## src/logic/sled_pkg.sv

```systemverilog
// Package of constants and types for the status LED flash coder.
// Assumes a single 40 MHz system clock; all flash timing runs on a 10 ms tick.
package sled_pkg;

  // ----------------------------------------------------------------------
  // Clock and tick base
  // ----------------------------------------------------------------------
  localparam int unsigned CLK_PERIOD_NS = 25;
  localparam int unsigned TICK_NS       = 10_000_000;
  localparam int unsigned TICK_CYC      = TICK_NS / CLK_PERIOD_NS;
  localparam int unsigned TICK_MS       = 10;

  // ----------------------------------------------------------------------
  // Durations in milliseconds, and in ticks
  // ----------------------------------------------------------------------
  localparam int unsigned PREOP_HALF_MS   = 1250;
  localparam int unsigned SAFEOP_HALF_MS  = 417;
  localparam int unsigned FLICKER_HALF_MS = 50;
  localparam int unsigned SHORT_MS        = 200;
  localparam int unsigned LONG_MS         = 600;
  localparam int unsigned GAP_MS          = 200;
  localparam int unsigned PAUSE_MS        = 1400;
  localparam int unsigned ACT_MS          = 50;
  localparam int unsigned SWEEP_STEP_MS   = 300;
  localparam int unsigned SWITCH_ON_MS    = 15000;

  localparam logic [7:0]  PREOP_TICKS   = 8'(PREOP_HALF_MS / TICK_MS);
  localparam logic [7:0]  SAFEOP_TICKS  = 8'(SAFEOP_HALF_MS / TICK_MS);
  localparam logic [7:0]  FLICKER_TICKS = 8'(FLICKER_HALF_MS / TICK_MS);
  localparam logic [7:0]  SHORT_TICKS   = 8'(SHORT_MS / TICK_MS);
  localparam logic [7:0]  LONG_TICKS    = 8'(LONG_MS / TICK_MS);
  localparam logic [7:0]  GAP_TICKS     = 8'(GAP_MS / TICK_MS);
  localparam logic [7:0]  PAUSE_TICKS   = 8'(PAUSE_MS / TICK_MS);
  localparam logic [7:0]  ACT_TICKS     = 8'(ACT_MS / TICK_MS);
  localparam logic [7:0]  SWEEP_TICKS   = 8'(SWEEP_STEP_MS / TICK_MS);
  localparam logic [10:0] SWON_TICKS    = 11'(SWITCH_ON_MS / TICK_MS);

  // ----------------------------------------------------------------------
  // Widths and encodings
  // ----------------------------------------------------------------------
  localparam int unsigned TYPE_W = 8;
  localparam int unsigned CFG_W  = 32;

  typedef enum logic [2:0] {
    FB_INIT   = 3'h0,
    FB_PREOP  = 3'h1,
    FB_SAFEOP = 3'h2,
    FB_BOOT   = 3'h3,
    FB_OP     = 3'h4
  } sled_fb_state_t;

  typedef enum logic [1:0] {
    PAT_SOS  = 2'h0,
    PAT_DNLD = 2'h1,
    PAT_COMM = 2'h2
  } sled_pat_t;

  typedef enum logic [1:0] {
    EL_END   = 2'h0,
    EL_SHORT = 2'h1,
    EL_LONG  = 2'h2
  } sled_elem_t;

  // Pattern table: each pattern ends with EL_END, then a long pause
  function automatic sled_elem_t sled_pat_elem(input sled_pat_t  pat,
                                               input logic [3:0] idx);
    sled_elem_t e;
    e = EL_END;
    case (pat)
      PAT_SOS: begin
        if (idx < 4'h3)      e = EL_SHORT;
        else if (idx < 4'h6) e = EL_LONG;
        else if (idx < 4'h9) e = EL_SHORT;
      end
      PAT_DNLD: begin
        if (idx < 4'h4)      e = idx[0] ? EL_LONG : EL_SHORT;
      end
      PAT_COMM: begin
        // Deliberately uneven run of short and long flashes
        case (idx)
          4'h0, 4'h1, 4'h3, 4'h6: e = EL_SHORT;
          4'h2, 4'h4, 4'h5:       e = EL_LONG;
          default:                e = EL_END;
        endcase
      end
      default: e = EL_END;
    endcase
    return e;
  endfunction : sled_pat_elem

endpackage : sled_pkg

```

## src/logic/sled_flash_if.sv

```systemverilog
// Carrier between the LED coder's own modules: tick, pattern request, flash.
// Assumes all three parties run on the same mclk.
`timescale 1ns/1ps
`default_nettype none
interface sled_flash_if;
  import sled_pkg::*;
  logic      tick;
  logic      pat_run;
  sled_pat_t pat_sel;
  logic      flash;

  modport tickgen (output tick);
  modport player  (input tick, input pat_run, input pat_sel, output flash);
  modport ctrl    (input tick, input flash, output pat_run, output pat_sel);
endinterface : sled_flash_if
`default_nettype wire

```

## src/logic/sled_tick.sv

```systemverilog
// Divider giving a one-cycle 10 ms tick enable.
// Assumes mclk at 40 MHz; TICK_CYCLES may be cut down for simulation.
`timescale 1ns/1ps
`default_nettype none
module sled_tick
  import sled_pkg::*;
#(
  parameter int unsigned TICK_CYCLES = TICK_CYC
) (
  input  wire logic     mclk,
  input  wire logic     reset,
  sled_flash_if.tickgen fl
);
  localparam int unsigned CW = $clog2(TICK_CYCLES + 1);

  logic [CW-1:0] cnt_q, cnt_d;
  logic          tick_q, tick_d;

  always_comb begin
    tick_d = (cnt_q == CW'(TICK_CYCLES - 1));
    cnt_d  = tick_d ? '0 : cnt_q + CW'(1);
  end

  always_ff @(posedge mclk or posedge reset) begin
    if (reset) begin
      cnt_q  <= '0;
      tick_q <= 1'b0;
    end else begin
      cnt_q  <= cnt_d;
      tick_q <= tick_d;
    end
  end

  assign fl.tick = tick_q;
endmodule : sled_tick
`default_nettype wire

```

## src/logic/sled_player.sv

```systemverilog
// Plays one flash pattern from the table, repeating with a pause.
// Assumes the controller holds pat_sel steady while pat_run is high.
`timescale 1ns/1ps
`default_nettype none
module sled_player
  import sled_pkg::*;
(
  input  wire logic    mclk,
  input  wire logic    reset,
  sled_flash_if.player fl
);
  typedef enum logic [3:0] {
    P_IDLE  = 4'b0001,
    P_ON    = 4'b0010,
    P_GAP   = 4'b0100,
    P_PAUSE = 4'b1000
  } sled_pstate_t;

  sled_pstate_t st_q, st_d;
  logic [3:0]   idx_q, idx_d;
  logic [7:0]   cnt_q, cnt_d;
  sled_pat_t    sel_q, sel_d;
  logic         flash_q, flash_d;
  sled_elem_t   el;

  always_comb begin
    st_d    = st_q;
    idx_d   = idx_q;
    cnt_d   = cnt_q;
    sel_d   = sel_q;
    el      = sled_pat_elem(sel_q, idx_q);
    case (st_q)
      P_IDLE: begin
        idx_d = 4'h0;
        sel_d = fl.pat_sel;
        if (fl.pat_run) begin
          st_d  = P_GAP;
          cnt_d = 8'h01;
        end
      end
      P_ON: begin
        if (fl.tick && cnt_q <= 8'h01) begin
          st_d  = P_GAP;
          cnt_d = GAP_TICKS;
          idx_d = idx_q + 4'h1;
        end else if (fl.tick) begin
          cnt_d = cnt_q - 8'h01;
        end
      end
      P_GAP, P_PAUSE: begin
        if (fl.tick && cnt_q <= 8'h01) begin
          // Fetch the next element; the pause restarts the table
          if (st_q == P_PAUSE) begin
            idx_d = 4'h0;
            el    = sled_pat_elem(sel_q, 4'h0);
          end
          case (el)
            EL_SHORT: begin
              st_d  = P_ON;
              cnt_d = SHORT_TICKS;
            end
            EL_LONG: begin
              st_d  = P_ON;
              cnt_d = LONG_TICKS;
            end
            default: begin
              st_d  = P_PAUSE;
              cnt_d = PAUSE_TICKS;
            end
          endcase
        end else if (fl.tick) begin
          cnt_d = cnt_q - 8'h01;
        end
      end
      default: st_d = P_IDLE;
    endcase
    // A new request or a dropped one restarts from the top
    if (!fl.pat_run || fl.pat_sel != sel_q) begin
      st_d = P_IDLE;
    end
    flash_d = (st_d == P_ON);
  end

  always_ff @(posedge mclk or posedge reset) begin
    if (reset) begin
      st_q    <= P_IDLE;
      idx_q   <= 4'h0;
      cnt_q   <= 8'h00;
      sel_q   <= PAT_SOS;
      flash_q <= 1'b0;
    end else begin
      st_q    <= st_d;
      idx_q   <= idx_d;
      cnt_q   <= cnt_d;
      sel_q   <= sel_d;
      flash_q <= flash_d;
    end
  end

  assign fl.flash = flash_q;
endmodule : sled_player
`default_nettype wire

```

## src/logic/sled_coder.sv

```systemverilog
// Status LED flash coder for a bus coupler or a measurement module.
// Assumes all inputs come from controller logic on mclk; no synchronisers.
//
// Operation
// Coupler LED A off, 0.4 Hz, 1.2 Hz, flicker or on per fieldbus state.
// LED C shows backplane activity; port LEDs show upstream and downstream.
// After the 15 s switch-on with a good link, LED A stays lit.
// Module in normal operation keeps all three LEDs steadily on.
// Module shows SOS pattern on configuration mismatch with socket memory.
// Mismatch raised when hot-swap expects data but socket holds none.
// Mismatch raised when stored module type differs from inserted type.
// A new configuration is written automatically into socket memory.
// Firmware download shows its own non-error flash pattern.
// Firmware activation sweeps LEDs top to bottom, then restarts module.
// Communication faults give irregular flashes on the blue LED.
// Patterns use two pulse lengths, short and long.
// All flash lengths, gaps and rates are constants from the clock.
`timescale 1ns/1ps
`default_nettype none
module sled_coder
  import sled_pkg::*;
#(
  parameter int unsigned TICK_CYCLES = TICK_CYC
) (
  input  wire logic              mclk,
  input  wire logic              reset,
  input  wire logic              coupler_role,
  input  wire logic [2:0]        fb_state,
  input  wire logic              link_ok,
  input  wire logic              upstream_act,
  input  wire logic              downstream_act,
  input  wire logic              lvds_act,
  input  wire logic              hotswap_en,
  input  wire logic              cfg_expected,
  input  wire logic              socket_cfg_valid,
  input  wire logic [TYPE_W-1:0] socket_type,
  input  wire logic [TYPE_W-1:0] module_type,
  input  wire logic              new_cfg_valid,
  input  wire logic [CFG_W-1:0]  new_cfg_data,
  input  wire logic              nvm_wr_ack,
  input  wire logic              fw_download,
  input  wire logic              fw_activate,
  input  wire logic              reconfig_done,
  input  wire logic              comm_error,
  output logic                   led_a,
  output logic                   led_b,
  output logic                   led_c,
  output logic                   upstream_port_led,
  output logic                   downstream_port_led,
  output logic                   nvm_wr_req,
  output logic [TYPE_W-1:0]      nvm_wr_type,
  output logic [CFG_W-1:0]       nvm_wr_data,
  output logic                   module_restart,
  output logic                   switch_on_done
);

  // ----------------------------------------------------------------------
  // Helpers
  // ----------------------------------------------------------------------
  // Tick-paced down counter; a reload wins over the count
  function automatic logic [7:0] sled_count(input logic [7:0] cnt,
                                            input logic       load,
                                            input logic [7:0] val,
                                            input logic       tick);
    logic [7:0] r;
    r = cnt;
    if (load)                    r = val;
    else if (tick && cnt != 8'h00) r = cnt - 8'h01;
    return r;
  endfunction : sled_count

  // ----------------------------------------------------------------------
  // Sub-blocks
  // ----------------------------------------------------------------------
  sled_flash_if fl ();

  sled_tick #(
    .TICK_CYCLES (TICK_CYCLES)
  ) u_tick (
    .mclk  (mclk),
    .reset (reset),
    .fl    (fl.tickgen)
  );

  sled_player u_player (
    .mclk  (mclk),
    .reset (reset),
    .fl    (fl.player)
  );

  // ----------------------------------------------------------------------
  // Switch-on timer
  // ----------------------------------------------------------------------
  logic [10:0] swon_q, swon_d;
  logic        swdone_q, swdone_d;

  always_comb begin
    swon_d   = swon_q;
    swdone_d = swdone_q;
    if (fl.tick && !swdone_q) begin
      swon_d = swon_q + 11'h001;
      if (swon_q == SWON_TICKS - 11'h001) begin
        swdone_d = 1'b1;
      end
    end
  end

  always_ff @(posedge mclk or posedge reset) begin
    if (reset) begin
      swon_q   <= 11'h000;
      swdone_q <= 1'b0;
    end else begin
      swon_q   <= swon_d;
      swdone_q <= swdone_d;
    end
  end

  // ----------------------------------------------------------------------
  // Coupler state blinker
  // ----------------------------------------------------------------------
  logic [7:0] blk_q, blk_d;
  logic       blink_q, blink_d;
  logic [2:0] fbp_q, fbp_d;
  logic [7:0] half;

  always_comb begin
    case (fb_state)
      FB_PREOP:  half = PREOP_TICKS;
      FB_SAFEOP: half = SAFEOP_TICKS;
      FB_BOOT:   half = FLICKER_TICKS;
      default:   half = PREOP_TICKS;
    endcase
    fbp_d   = fb_state;
    blink_d = blink_q;
    blk_d   = blk_q;
    if (fb_state != fbp_q) begin
      // Start each new rate with a lit half period
      blink_d = 1'b1;
      blk_d   = half;
    end else if (fl.tick && blk_q <= 8'h01) begin
      blink_d = !blink_q;
      blk_d   = half;
    end else begin
      blk_d = sled_count(blk_q, 1'b0, half, fl.tick);
    end
  end

  always_ff @(posedge mclk or posedge reset) begin
    if (reset) begin
      blk_q   <= 8'h00;
      blink_q <= 1'b0;
      fbp_q   <= FB_INIT;
    end else begin
      blk_q   <= blk_d;
      blink_q <= blink_d;
      fbp_q   <= fbp_d;
    end
  end

  // ----------------------------------------------------------------------
  // Activity stretchers
  // ----------------------------------------------------------------------
  // Single-cycle activity pulses would be invisible without stretching
  logic [7:0] up_q, up_d;
  logic [7:0] dn_q, dn_d;
  logic [7:0] lv_q, lv_d;

  always_comb begin
    up_d = sled_count(up_q, upstream_act, ACT_TICKS, fl.tick);
    dn_d = sled_count(dn_q, downstream_act, ACT_TICKS, fl.tick);
    lv_d = sled_count(lv_q, lvds_act, ACT_TICKS, fl.tick);
  end

  always_ff @(posedge mclk or posedge reset) begin
    if (reset) begin
      up_q <= 8'h00;
      dn_q <= 8'h00;
      lv_q <= 8'h00;
    end else begin
      up_q <= up_d;
      dn_q <= dn_d;
      lv_q <= lv_d;
    end
  end

  // ----------------------------------------------------------------------
  // Configuration check and socket memory write
  // ----------------------------------------------------------------------
  logic              cfg_err;
  logic              wr_q, wr_d;
  logic [TYPE_W-1:0] wtype_q, wtype_d;
  logic [CFG_W-1:0]  wdata_q, wdata_d;

  always_comb begin
    cfg_err = (hotswap_en && cfg_expected && !socket_cfg_valid)
            || (socket_cfg_valid && socket_type != module_type);
    wr_d    = wr_q;
    wtype_d = wtype_q;
    wdata_d = wdata_q;
    if (nvm_wr_ack) begin
      wr_d = 1'b0;
    end
    // A fresh configuration beats an acknowledge in the same cycle
    if (new_cfg_valid && !coupler_role) begin
      wr_d    = 1'b1;
      wtype_d = module_type;
      wdata_d = new_cfg_data;
    end
  end

  always_ff @(posedge mclk or posedge reset) begin
    if (reset) begin
      wr_q    <= 1'b0;
      wtype_q <= '0;
      wdata_q <= '0;
    end else begin
      wr_q    <= wr_d;
      wtype_q <= wtype_d;
      wdata_q <= wdata_d;
    end
  end

  // ----------------------------------------------------------------------
  // Firmware activation sweep and restart
  // ----------------------------------------------------------------------
  logic [7:0] swp_q, swp_d;
  logic [2:0] pos_q, pos_d;
  logic       rst_q, rst_d;

  always_comb begin
    swp_d = swp_q;
    pos_d = pos_q;
    rst_d = 1'b0;
    if (!fw_activate || coupler_role) begin
      swp_d = SWEEP_TICKS;
      pos_d = 3'b100;
    end else if (fl.tick && swp_q <= 8'h01) begin
      swp_d = SWEEP_TICKS;
      pos_d = {pos_q[0], pos_q[2:1]};
    end else begin
      swp_d = sled_count(swp_q, 1'b0, SWEEP_TICKS, fl.tick);
    end
    if (fw_activate && reconfig_done && !coupler_role) begin
      rst_d = 1'b1;
    end
  end

  always_ff @(posedge mclk or posedge reset) begin
    if (reset) begin
      swp_q <= 8'h00;
      pos_q <= 3'b100;
      rst_q <= 1'b0;
    end else begin
      swp_q <= swp_d;
      pos_q <= pos_d;
      rst_q <= rst_d;
    end
  end

  // ----------------------------------------------------------------------
  // Pattern request and LED drive
  // ----------------------------------------------------------------------
  logic [2:0] leds_q, leds_d;
  logic       upl_q, upl_d;
  logic       dnl_q, dnl_d;

  always_comb begin
    fl.pat_run = !coupler_role && !fw_activate
               && (fw_download || cfg_err || comm_error);
    if (fw_download)      fl.pat_sel = PAT_DNLD;
    else if (cfg_err)     fl.pat_sel = PAT_SOS;
    else                  fl.pat_sel = PAT_COMM;

    upl_d = coupler_role && up_q != 8'h00;
    dnl_d = coupler_role && dn_q != 8'h00;
    if (coupler_role) begin
      leds_d[1] = 1'b1;
      leds_d[0] = lv_q != 8'h00;
      if (swdone_q && link_ok) begin
        leds_d[2] = 1'b1;
      end else begin
        case (fb_state)
          FB_INIT:  leds_d[2] = 1'b0;
          FB_OP:    leds_d[2] = 1'b1;
          FB_PREOP, FB_SAFEOP, FB_BOOT:
                    leds_d[2] = blink_q;
          default:  leds_d[2] = 1'b0;
        endcase
      end
    end else if (fw_activate) begin
      leds_d = pos_q;
    end else if (fw_download || cfg_err) begin
      leds_d = {3{fl.flash}};
    end else if (comm_error) begin
      leds_d = {fl.flash, 2'b00};
    end else begin
      leds_d = 3'b111;
    end
  end

  always_ff @(posedge mclk or posedge reset) begin
    if (reset) begin
      leds_q <= 3'b000;
      upl_q  <= 1'b0;
      dnl_q  <= 1'b0;
    end else begin
      leds_q <= leds_d;
      upl_q  <= upl_d;
      dnl_q  <= dnl_d;
    end
  end

  assign led_a               = leds_q[2];
  assign led_b               = leds_q[1];
  assign led_c               = leds_q[0];
  assign upstream_port_led   = upl_q;
  assign downstream_port_led = dnl_q;
  assign nvm_wr_req          = wr_q;
  assign nvm_wr_type         = wtype_q;
  assign nvm_wr_data         = wdata_q;
  assign module_restart      = rst_q;
  assign switch_on_done      = swdone_q;

endmodule : sled_coder
`default_nettype wire

```

## config.mk

```make
export PLATFORM = sky130hd
export DESIGN_NAME = sled_coder
export DESIGN_NICKNAME = d
export VERILOG_FILES = /design/src/logic/sled_pkg.sv /design/src/logic/sled_flash_if.sv /design/src/logic/sled_tick.sv /design/src/logic/sled_player.sv /design/src/logic/sled_coder.sv
export SDC_FILE = /design/constraint.sdc
export NUM_CORES = 1
export LEC_CHECK = 0
export ABC_AREA = 1
export BUFFER_PORTS_ARGS = -buffer_cell sky130_fd_sc_hd__buf_2
export CAP_MARGIN = 10
export CORE_UTILIZATION = 50
export CTS_CLUSTER_DIAMETER = 40
export DETAILED_ROUTE_END_ITERATION = 8
export PLACE_DENSITY_LB_ADDON = 0.12
export REMOVE_ABC_BUFFERS = 1
export SYNTH_ARGS = -nofsm -noshare
export SYNTH_HDL_FRONTEND = slang
export SYNTH_HIERARCHICAL = 1
export SYNTH_SLANG_ARGS = --single-unit
export TNS_END_PERCENT = 100
```

## constraint.sdc

```tcl
create_clock -name mclk -period 5.9 [get_ports mclk]
set_input_delay 1.475 -clock mclk [delete_from_list [all_inputs] [get_ports mclk]]
set_output_delay 1.475 -clock mclk [all_outputs]
set_load 0.005 [all_outputs]
```

==> results of run 1 <==
state kept, by name, summed over array words and instances, names as in the netlist, 3 cells and up:
register / count
lv_q: 8
u_player/idx_q: 4
pos_q: 3
blk_q: 8
swon_q: 11
dn_q: 8
u_player/cnt_q: 8
nvm_wr_data: 32
swp_q: 8
nvm_wr_type: 8
leds_q: 3
fbp_q: 3
up_q: 8
u_tick/cnt_q: 19
u_player/st_q: 4
worst register-to-register path: stages, from the launching register on:
cell	delay, ps
dfrtp_1	480
inv_1	120
ha_1	210
o21ai_0	180
a21boi_0	140
o21ai_2	180
inv_1	60
ha_1	290
inv_1	50
nor2_1	130
nand2_1	70
nand3_1	80
nand2_1	50
per-stage QoR:
| stage | power, mW | hold WS, ps | std cells |
|---|---|---|---|
| 2_1_floorplan | 1.22 | 445 | 893 |
| 5_1_grt | 2.47 | 515 | 1229 |
| 4_1_cts | 2.39 | 476 | 1229 |
| 6_report | 2.35 | 479 | 1229 |
| 3_5_place_dp | 1.32 | 463 | 1197 |
| 3_3_place_gp | 1.32 | 467 | 1197 |
worst paths after layout:
check | end | slack [ps] | depth (start not counted)
worst max-delay path | u_player/st_q[2]$_DFF_PP0_ | 3240 | 15
worst min-delay path | swon_q[4]$_DFFE_PP0P_ | 480 | 1
worst max register to register | u_player/cnt_q[4]$_DFFE_PP0P_ | 3760 | 12
worst min register to register | swon_q[4]$_DFFE_PP0P_ | 480 | 1
max in group asynchronous | fbp_q[2]$_DFF_PP0_ | 3650 | 3
min in group asynchronous | u_player/cnt_q[3]$_DFFE_PP0P_ | 1230 | 2
power groups by stage:
stage	sequential (mW)	clock (mW)	combinational (mW)
finish	1.08	1.05	0.225
global route	1.08	1.13	0.253
CTS	1.08	1.08	0.230
detailed placement	1.09	0	0.229
global placement	1.09	0	0.227
floorplan	1.10	0	0.122
layout by cell type, fill, tap and decap left out, drive strengths merged, types with 2 or more instances in the layout:
cell type and count:
nor2 137, mux2 39, inv 139, o21ai 43
a21oi 23, o31ai 5, buf 116, clkinv 4
a211oi 2, nand4 20, a21boi 2, o211ai 7
dfstp 2, xor2 23, nand3 67, dfrtp 143
nor3 9, nor4 2, xnor2 17, ha 20
clkbuf 17, nand2 194, or2 2
layout make-up:
| class | count | area (um2) | area share |
|---|---|---|---|
| flip-flops and latches | 145 | 3630 | 0.397 |
| multi-input cells | 619 | 3610 | 0.395 |
| repair buffers | 116 | 586 | 0.0641 |
| inverters | 129 | 489 | 0.0535 |
| clock buffers | 17 | 425 | 0.0466 |
| well taps | 188 | 235 | 0.0257 |
| clock inverters | 15 | 163 | 0.0178 |
layer usage:
layer | up-vias | GRT usage
li1 | 3147 | -
met1 | 2845 | 0.280
met2 | 81 | 0.352
met3 | 24 | 0.0502
met4 | 0 | 0.0673
met5 | - | 0
logic make-up after synthesis:
family,after synthesis,share of synthesized area
fa+ha+maj,20,0.0322
flops,145,0.468
buf+inv,135,0.0674
mux,39,0.0566
compound gates,87,0.0658
xor+xnor,40,0.0451
simple gates,433,0.265
==> metrics, run 1 <==
Worst Setup SP=module_type[4]; detailed-route DRC error count=0; Yosys cell types=45; GRT Residual Overflow=0; Hold Crit Start=swon_q[4]$_DFFE_PP0P_; fillcell total=1,331; post-layout util=0.601; dpl ws=2790 ps; clk slew on worst S/H paths=70 ps; post-cts resize count=0; EDFF count, synth=0; Detail Placement HPWL=11,500 um; share of layout cells above drive strength 1=0.246; Setup TNS=0 ps; RSZ-0062 raised after global routing=false; worst-path cell chain=buf_2 > xnor2_1 > nand2_1 > nor2_1 > nand2_1 > nand2_1 > nand3_1 > nand2_1 > inv_1 > nand3_1 > nand4_4 > inv_2 > nor2_2 > nand2_1 > inv_1; crit path time final=2660 ps; synth warn=6; final setup violation count=0; area grow syn2layout=17.7%; critical path class=in2reg; Crit path max-delay family=simple AND/OR/NAND/NOR gates; met2 routed WL=7530 um; setup slack after layout=3240 ps; internal power=1.72 mW; GRT Overall Usage=0.214; Buf/Inv on CP=4; R2R Path Start=u_player/idx_q[1]$_DFFE_PP0P_; initial antenna violation count=0; core area=15,200 um2; most used cell, CP=nand2_1; first-pass GRT wire length=27,300 um; # H-tree levels=4; count leader, synth=nand2_1; sw frac=0.268; PwrDens=258 nW/um2; Yosys top cell by area=dfrtp_1; Final Hold Viols=0; row cnt=45; Max Used Layer=met4; GP Congestion=0.859; top area cells in the synthesized netlist=dfrtp_1 (46%), nand2_1 (8.8%), inv_1 (5.7%); Slew headroom=0.335; CTS root buf=clkbuf_16; VDD IR-drop max=0.000182 V; die height=127 um; Worst-Margin Slew=997 ps; Critical Path RT=6220 ps; Crit. End Element=flop; I/O pin count=115; # diodes=0; outcome=complete, no violations; fin. max-slew vios=0; nets@finish=1,115; Num CTS Buffers=17; post-DR wirelength/cell=12.6 um; Worst Path Arrival=2980 ps; Detail Route Antenna Nets=0; met3 WL=446 um; Syn Area/Cell=8.63 um2; combinational power share=0.095; Post-CTS Setup Bufs=0; Max FO, Critical Path=7; drt pass-1 iters=4; Pleak=4.51 nW; CTS tree=built; vias in the first global route=5,884; Die X-Extent=127 um; IO Port Bufs=114; Synth top cells by count=nand2_1 (182), dfrtp_1 (143), inv_1 (117), nor2_1 (113), nand3_1 (58); period utilization=0.451; #FFs+latches synth=145; largest net degree at the start of global routing=82; clock sinks=145; Clk pwr share=0.448; hold_buf cts=0; min-delay worst type=reg2reg; clk_skew=9.49 ps; 1st-iter DRT viols=327; area share of the largest cell type after synthesis=0.461; Worst path max stage delay=180 ps; dpl cell area=8550 um2; crit start category=input pin; most common flop cell mapped by yosys=dfrtp_1; synthesized netlist cell count=899; part of the power in registers=0.457; drt total wl=15,500 um; # Max-Cap Violations=0; CP max-delay cell=xnor2_1; worst skew pair latency=430 ps; Clock Tree Buf Depth=2; Finished Cell Area=9140 um2; Net Sw Power=0.632 mW; Initial Util=0.511; post-synthesis sequential area ratio=0.468; Post-synth ARST share=1.00; synthesized area=7760 um2; area of the die=16,000 um2; f_max=376 MHz; total vias in the final route=6,097; M1 WL=7340 um; vias per inst=4.96
(Power assumes the default switching activity.)
==> run 2: changes to the inputs <==
--- a/config.mk
+++ b/config.mk
@@ -5,7 +5,7 @@
 export SDC_FILE = /design/constraint.sdc
 export NUM_CORES = 1
 export LEC_CHECK = 0
-export ABC_AREA = 1
+export ABC_AREA = 0
 export BUFFER_PORTS_ARGS = -buffer_cell sky130_fd_sc_hd__buf_2
 export CAP_MARGIN = 10
 export CORE_UTILIZATION = 50
==> constraint.sdc (replaced) <==
create_clock -name mclk -period 2.5 [get_ports mclk]
set_input_delay 0.625 -clock mclk [delete_from_list [all_inputs] [get_ports mclk]]
set_output_delay 0.625 -clock mclk [all_outputs]
set_load 0.005 [all_outputs]
==> metrics, run 2 <==
reg2reg end=u_player/cnt_q[7]$_DFFE_PP0P_; clock sinks=145; combinational power share=0.087; commonest non-fill, non-tap cell in the layout=dfrtp_1; Setup crit end=u_player/cnt_q[7]$_DFFE_PP0P_; M3 GR Usage=0.0501; internal power=4.14 mW; post-cts resize count=0; crit path time final=2380 ps; drt pass-1 iters=5; synthesized area=7190 um2; #FFs+latches synth=145; I/O pin count=115; Post-synth ARST share=1.00; count leader, synth=dfrtp_1; clk_skew=5.48 ps; GRT Residual Overflow=0; sw frac=0.239; Detail Route Antenna Nets=0; vias per inst=5.40; max FFs per register=32; Die X-Extent=122 um; nets@finish=882; Num CTS Buffers=17; first-pass GRT wire length=24,200 um; PwrDens=631 nW/um2; area grow syn2layout=20.1%; post-synthesis sequential area ratio=0.505; row cnt=43; VDD IR-drop max=0.000438 V; hold_buf cts=0; GP Congestion=0.862; drt total wl=14,600 um; # Max-Cap Violations=0; Worst Path Arrival=2680 ps; Post-CTS Setup Bufs=0; Syn Area/Cell=10.8 um2; Initial Util=0.516; initial antenna violation count=0; top area cells in the synthesized netlist=dfrtp_1 (50%), xnor2_1 (4.3%), xor2_1 (4.1%); IO Port Bufs=114; Clock Tree Buf Depth=2; most frequent cells in the layout=dfrtp_1 (141), buf_2 (114), nor2_1 (57); # diodes=0; synthesized netlist cell count=667; crit start category=flop; # H-tree levels=4; Worst Setup SP=u_player/idx_q[0]$_DFFE_PP0P_; Yosys top cell by area=dfrtp_1; EDFF count, synth=0; Yosys cell types=71; f_max=421 MHz; Net Sw Power=1.30 mW; Max FO, Critical Path=8; outcome=complete, no violations; die height=122 um; min-delay worst type=in2async; Worst-Margin Slew=746 ps; Synth top cells by count=dfrtp_1 (143), nor2_1 (57), nand2_1 (37), xnor2_1 (35); share of layout cells above drive strength 1=0.276; busiest grt layer=met2; fin. max-slew vios=0; 1st-iter DRT viols=252; core area=13,900 um2; worst skew pair latency=420 ps; R2R Path Start=u_player/idx_q[0]$_DFFE_PP0P_; largest net degree at the start of global routing=47; Detail Placement HPWL=10,600 um; Slew headroom=0.502; most common flop cell mapped by yosys=dfrtp_1; fillcell total=1,119; area share of the largest cell type after synthesis=0.498; internal reg-to-reg setup slack=120 ps; post-layout util=0.620; CTS root buf=clkbuf_16; clk slew on worst S/H paths=60 ps; Pleak=3.82 nW; total vias in the final route=5,340; Critical Path RT=2810 ps; M2 GR Usage=0.346; GRT Overall Usage=0.208; R2R depth=9; vias in the first global route=5,197; Total Power=5.45 mW; Crit. End Element=flop; Final Hold Viols=0; synth warn=6; detailed-route DRC error count=0; post-DR wirelength/cell=14.7 um; part of the power in registers=0.465; area of the die=14,900 um2; global routing usage on met1=0.263; period utilization=0.951; Clk pwr share=0.447; CTS tree=built; critical path class=reg2reg; RSZ-0062 raised after global routing=false; final setup violation count=0
==> run 2: cell types whose count changed after synthesis, sizes merged, moves of 11 or more <==
cell / before / now
nor4: 2 / 14
inv: 129 / 34
nand3: 67 / 19
nor3: 9 / 22
nand2: 194 / 37
xor2: 23 / 34
nor2: 137 / 66
xnor2: 17 / 35
o21ai: 43 / 24
==> run 2: critical path: stages, from the launching register on <==
cell,delay [ps]
dfrtp_2,450
ha_1,220
or4_1,540
a21oi_2,140
o21ai_1,90
o31ai_1,100
ha_1,330
nand2_1,80
o22ai_1,60
a32o_1,250
==> run 2: per-stage QoR <==
| step | setup slack (ps) | cells | setup TNS [ps] | hold slack, ps | area (um2) |
|---|---|---|---|---|---|
| CTS | 51.5 | 988 | 0 | 192 | 8620 |
| global route | 15.0 | 988 | 0 | 208 | 8630 |
| global placement | 66.6 | 956 | 0 | 454 | 8040 |
| detailed placement | -16.3 | 956 | -23.6 | 457 | 8040 |
| finish | 122 | 988 | 0 | 195 | 8630 |
| floorplan | -912 | 649 | -117250 | 438 | 7110 |
==> run 2: metal layers <==
metal,up-vias,part of all wire
li1,2611,-
met3,18,0.036
met1,2612,0.44
met4,0,0.015
met5,-,0
met2,99,0.51
==> run 2: cell type report <==
class                      count  area (um2)  share of cell area
clock buffer                  19         453              0.0525
clock inverter                13         130              0.0151
inverter                      34         130              0.0151
multi-input combinational    470        3370               0.390
sequential                   145        3630               0.421
tap                          180         225              0.0261
timing repair buffer         127         693              0.0803
==> run 2: cell families after synthesis <==
logic type,synth area share
adder cells (fa/ha/maj),0.0348
flip-flops,0.505
XOR/XNOR,0.0840
buffers and inverters,0.0287
multiplexers,0.0727
AND/OR/NAND/NOR,0.183
AO/OA/AOI/OAI,0.0919
==> run 2: power by group through the flow <==
stage	registers (mW)	clock network, mW	logic, mW
2_1_floorplan	2.58	0	0.220
3_5_place_dp	2.58	0	0.482
5_1_grt	2.55	2.60	0.530
3_3_place_gp	2.57	0	0.469
6_report	2.53	2.44	0.476
4_1_cts	2.53	2.50	0.485
==> run 2: how the worst min path moves through the flow <==
stage	slack [ps]	start	to
5_1_grt	210	reset	lv_q[5]$_DFFE_PP0P_
4_1_cts	190	reset	lv_q[5]$_DFFE_PP0P_
3_5_place_dp	460	swon_q[8]$_DFFE_PP0P_	swon_q[8]$_DFFE_PP0P_
6_report	200	reset	lv_q[6]$_DFFE_PP0P_
3_3_place_gp	450	swon_q[8]$_DFFE_PP0P_	swon_q[8]$_DFFE_PP0P_
2_1_floorplan	440	swon_q[8]$_DFFE_PP0P_	swon_q[8]$_DFFE_PP0P_
==> run 3: changes to the inputs <==
--- a/config.mk
+++ b/config.mk
@@ -11,8 +11,10 @@
 export CORE_UTILIZATION = 50
 export CTS_CLUSTER_DIAMETER = 40
 export DETAILED_ROUTE_END_ITERATION = 8
+export MAX_ROUTING_LAYER = met4
 export PLACE_DENSITY_LB_ADDON = 0.12
 export REMOVE_ABC_BUFFERS = 1
+export SLEW_MARGIN = 30
 export SYNTH_ARGS = -nofsm -noshare
 export SYNTH_HDL_FRONTEND = slang
 export SYNTH_HIERARCHICAL = 1
==> metrics, run 3 (synthesis gave the netlist of run 2 again) <==
outcome=complete, no violations; Worst-Margin Slew=747 ps; Setup crit end=u_player/cnt_q[7]$_DFFE_PP0P_; largest net degree at the start of global routing=47; clk slew on worst S/H paths=60 ps; area grow syn2layout=20.2%; clock sinks=145; vias per inst=5.43; Final Hold Viols=0; Detail Placement HPWL=10,600 um; combinational power share=0.087; drt pass-1 iters=4; final setup violation count=0; die height=122 um; first-pass GRT wire length=24,200 um; GP Congestion=0.876; # diodes=0; GRT Overall Usage=0.215; critical path class=reg2reg; Initial Util=0.516; fin. max-slew vios=0; vias in the first global route=5,198; crit path time final=2390 ps; detailed-route DRC error count=0; post-DR wirelength/cell=14.9 um; Max FO, Critical Path=8; PwrDens=632 nW/um2; sw frac=0.241; post-layout util=0.620; internal reg-to-reg setup slack=110 ps; clk_skew=5.07 ps; f_max=418 MHz; Final Non-Filler Cells=988; Worst Setup SP=u_player/idx_q[0]$_DFFE_PP0P_; Die X-Extent=122 um; reg2reg end=u_player/cnt_q[7]$_DFFE_PP0P_; # Max-Cap Violations=0; Pleak=3.82 nW; I/O pin count=115; nets@finish=882; Detail Route Antenna Nets=0; Total Power=5.46 mW; hold_buf cts=0; IO Port Bufs=114; row cnt=43; share of layout cells above drive strength 1=0.277; worst skew pair latency=420 ps; Worst Path Arrival=2700 ps; commonest non-fill, non-tap cell in the layout=dfrtp_1; CTS root buf=clkbuf_16; Net Sw Power=1.31 mW; internal power=4.14 mW; # H-tree levels=4; drt total wl=14,700 um; Slew headroom=0.502; VDD IR-drop max=0.000443 V; period utilization=0.957; initial antenna violation count=0; placed insts=956; total vias in the final route=5,361; area of the die=14,900 um2; CTS tree=built; Post-CTS Setup Bufs=0; part of the power in registers=0.464; max FFs per register=32; R2R Path Start=u_player/idx_q[0]$_DFFE_PP0P_; Num CTS Buffers=17; RSZ-0062 raised after global routing=false; Critical Path RT=2810 ps; Clock Tree Buf Depth=2; GRT Residual Overflow=0; 1st-iter DRT viols=283; most frequent cells in the layout=dfrtp_1 (141), buf_2 (114), nor2_1 (57); crit start category=flop; R2R depth=9; Clk pwr share=0.448; min-delay worst type=in2async; Crit. End Element=flop; core area=13,900 um2; Worst Hold Margin=191 ps
run 3: worst min path at each step:
stage / to / slack, ps
finish: lv_q[6]$_DFFE_PP0P_ / 190
global route: lv_q[5]$_DFFE_PP0P_ / 210
CTS: lv_q[5]$_DFFE_PP0P_ / 190
detailed placement: swon_q[8]$_DFFE_PP0P_ / 460
global placement: swon_q[8]$_DFFE_PP0P_ / 450
floorplan: swon_q[8]$_DFFE_PP0P_ / 440
run 3: metrics by stage:
step	area [um2]	setup TNS [ps]	worst slack (ps)
detailed placement	8040	-23.6	-16.3
global route	8640	0	4.91
CTS	8620	0	51.5
global placement	8040	0	66.6
floorplan	7110	-117250	-912
finish	8640	0	108
run 3: timing repair:
item	CTS	global route
setup endpoints to repair	0	6
resized for setup	0	7
endpoints found under the hold margin	0	0
run 3: power by group through the flow:
stage	Combinational (mW)	Clock [mW]	Sequential [mW]
after global placement	0.469	0	2.57
after floorplan	0.220	0	2.58
after detailed placement	0.482	0	2.58
after global routing	0.530	2.60	2.55
after CTS	0.485	2.50	2.53
final	0.477	2.45	2.53
run 3: final cells by class:
class,instances,area [um2]
inverter,34,130
fill,1120,5290
clock buffer,19,453
timing repair buffer,127,693
sequential,145,3630
tap,180,225
clock inverter,13,130
multi-input combinational,470,3380
run 3: per-layer routing:
layer	vias up	track usage	wire (um)
met1	2634	0.264	6440
met2	92	0.347	7500
met5	-	-	0
met4	0	0.0748	239
met3	21	0.0492	500
li1	2614	-	-
run 3: worst max-delay path, cell delays in order, from the launching register on:
cell	delay, ps
dfrtp_2	450
ha_1	220
or4_1	540
a21oi_2	140
o21ai_1	90
o31ai_1	100
ha_1	350
nand2_1	90
o22ai_1	60
a32o_1	250
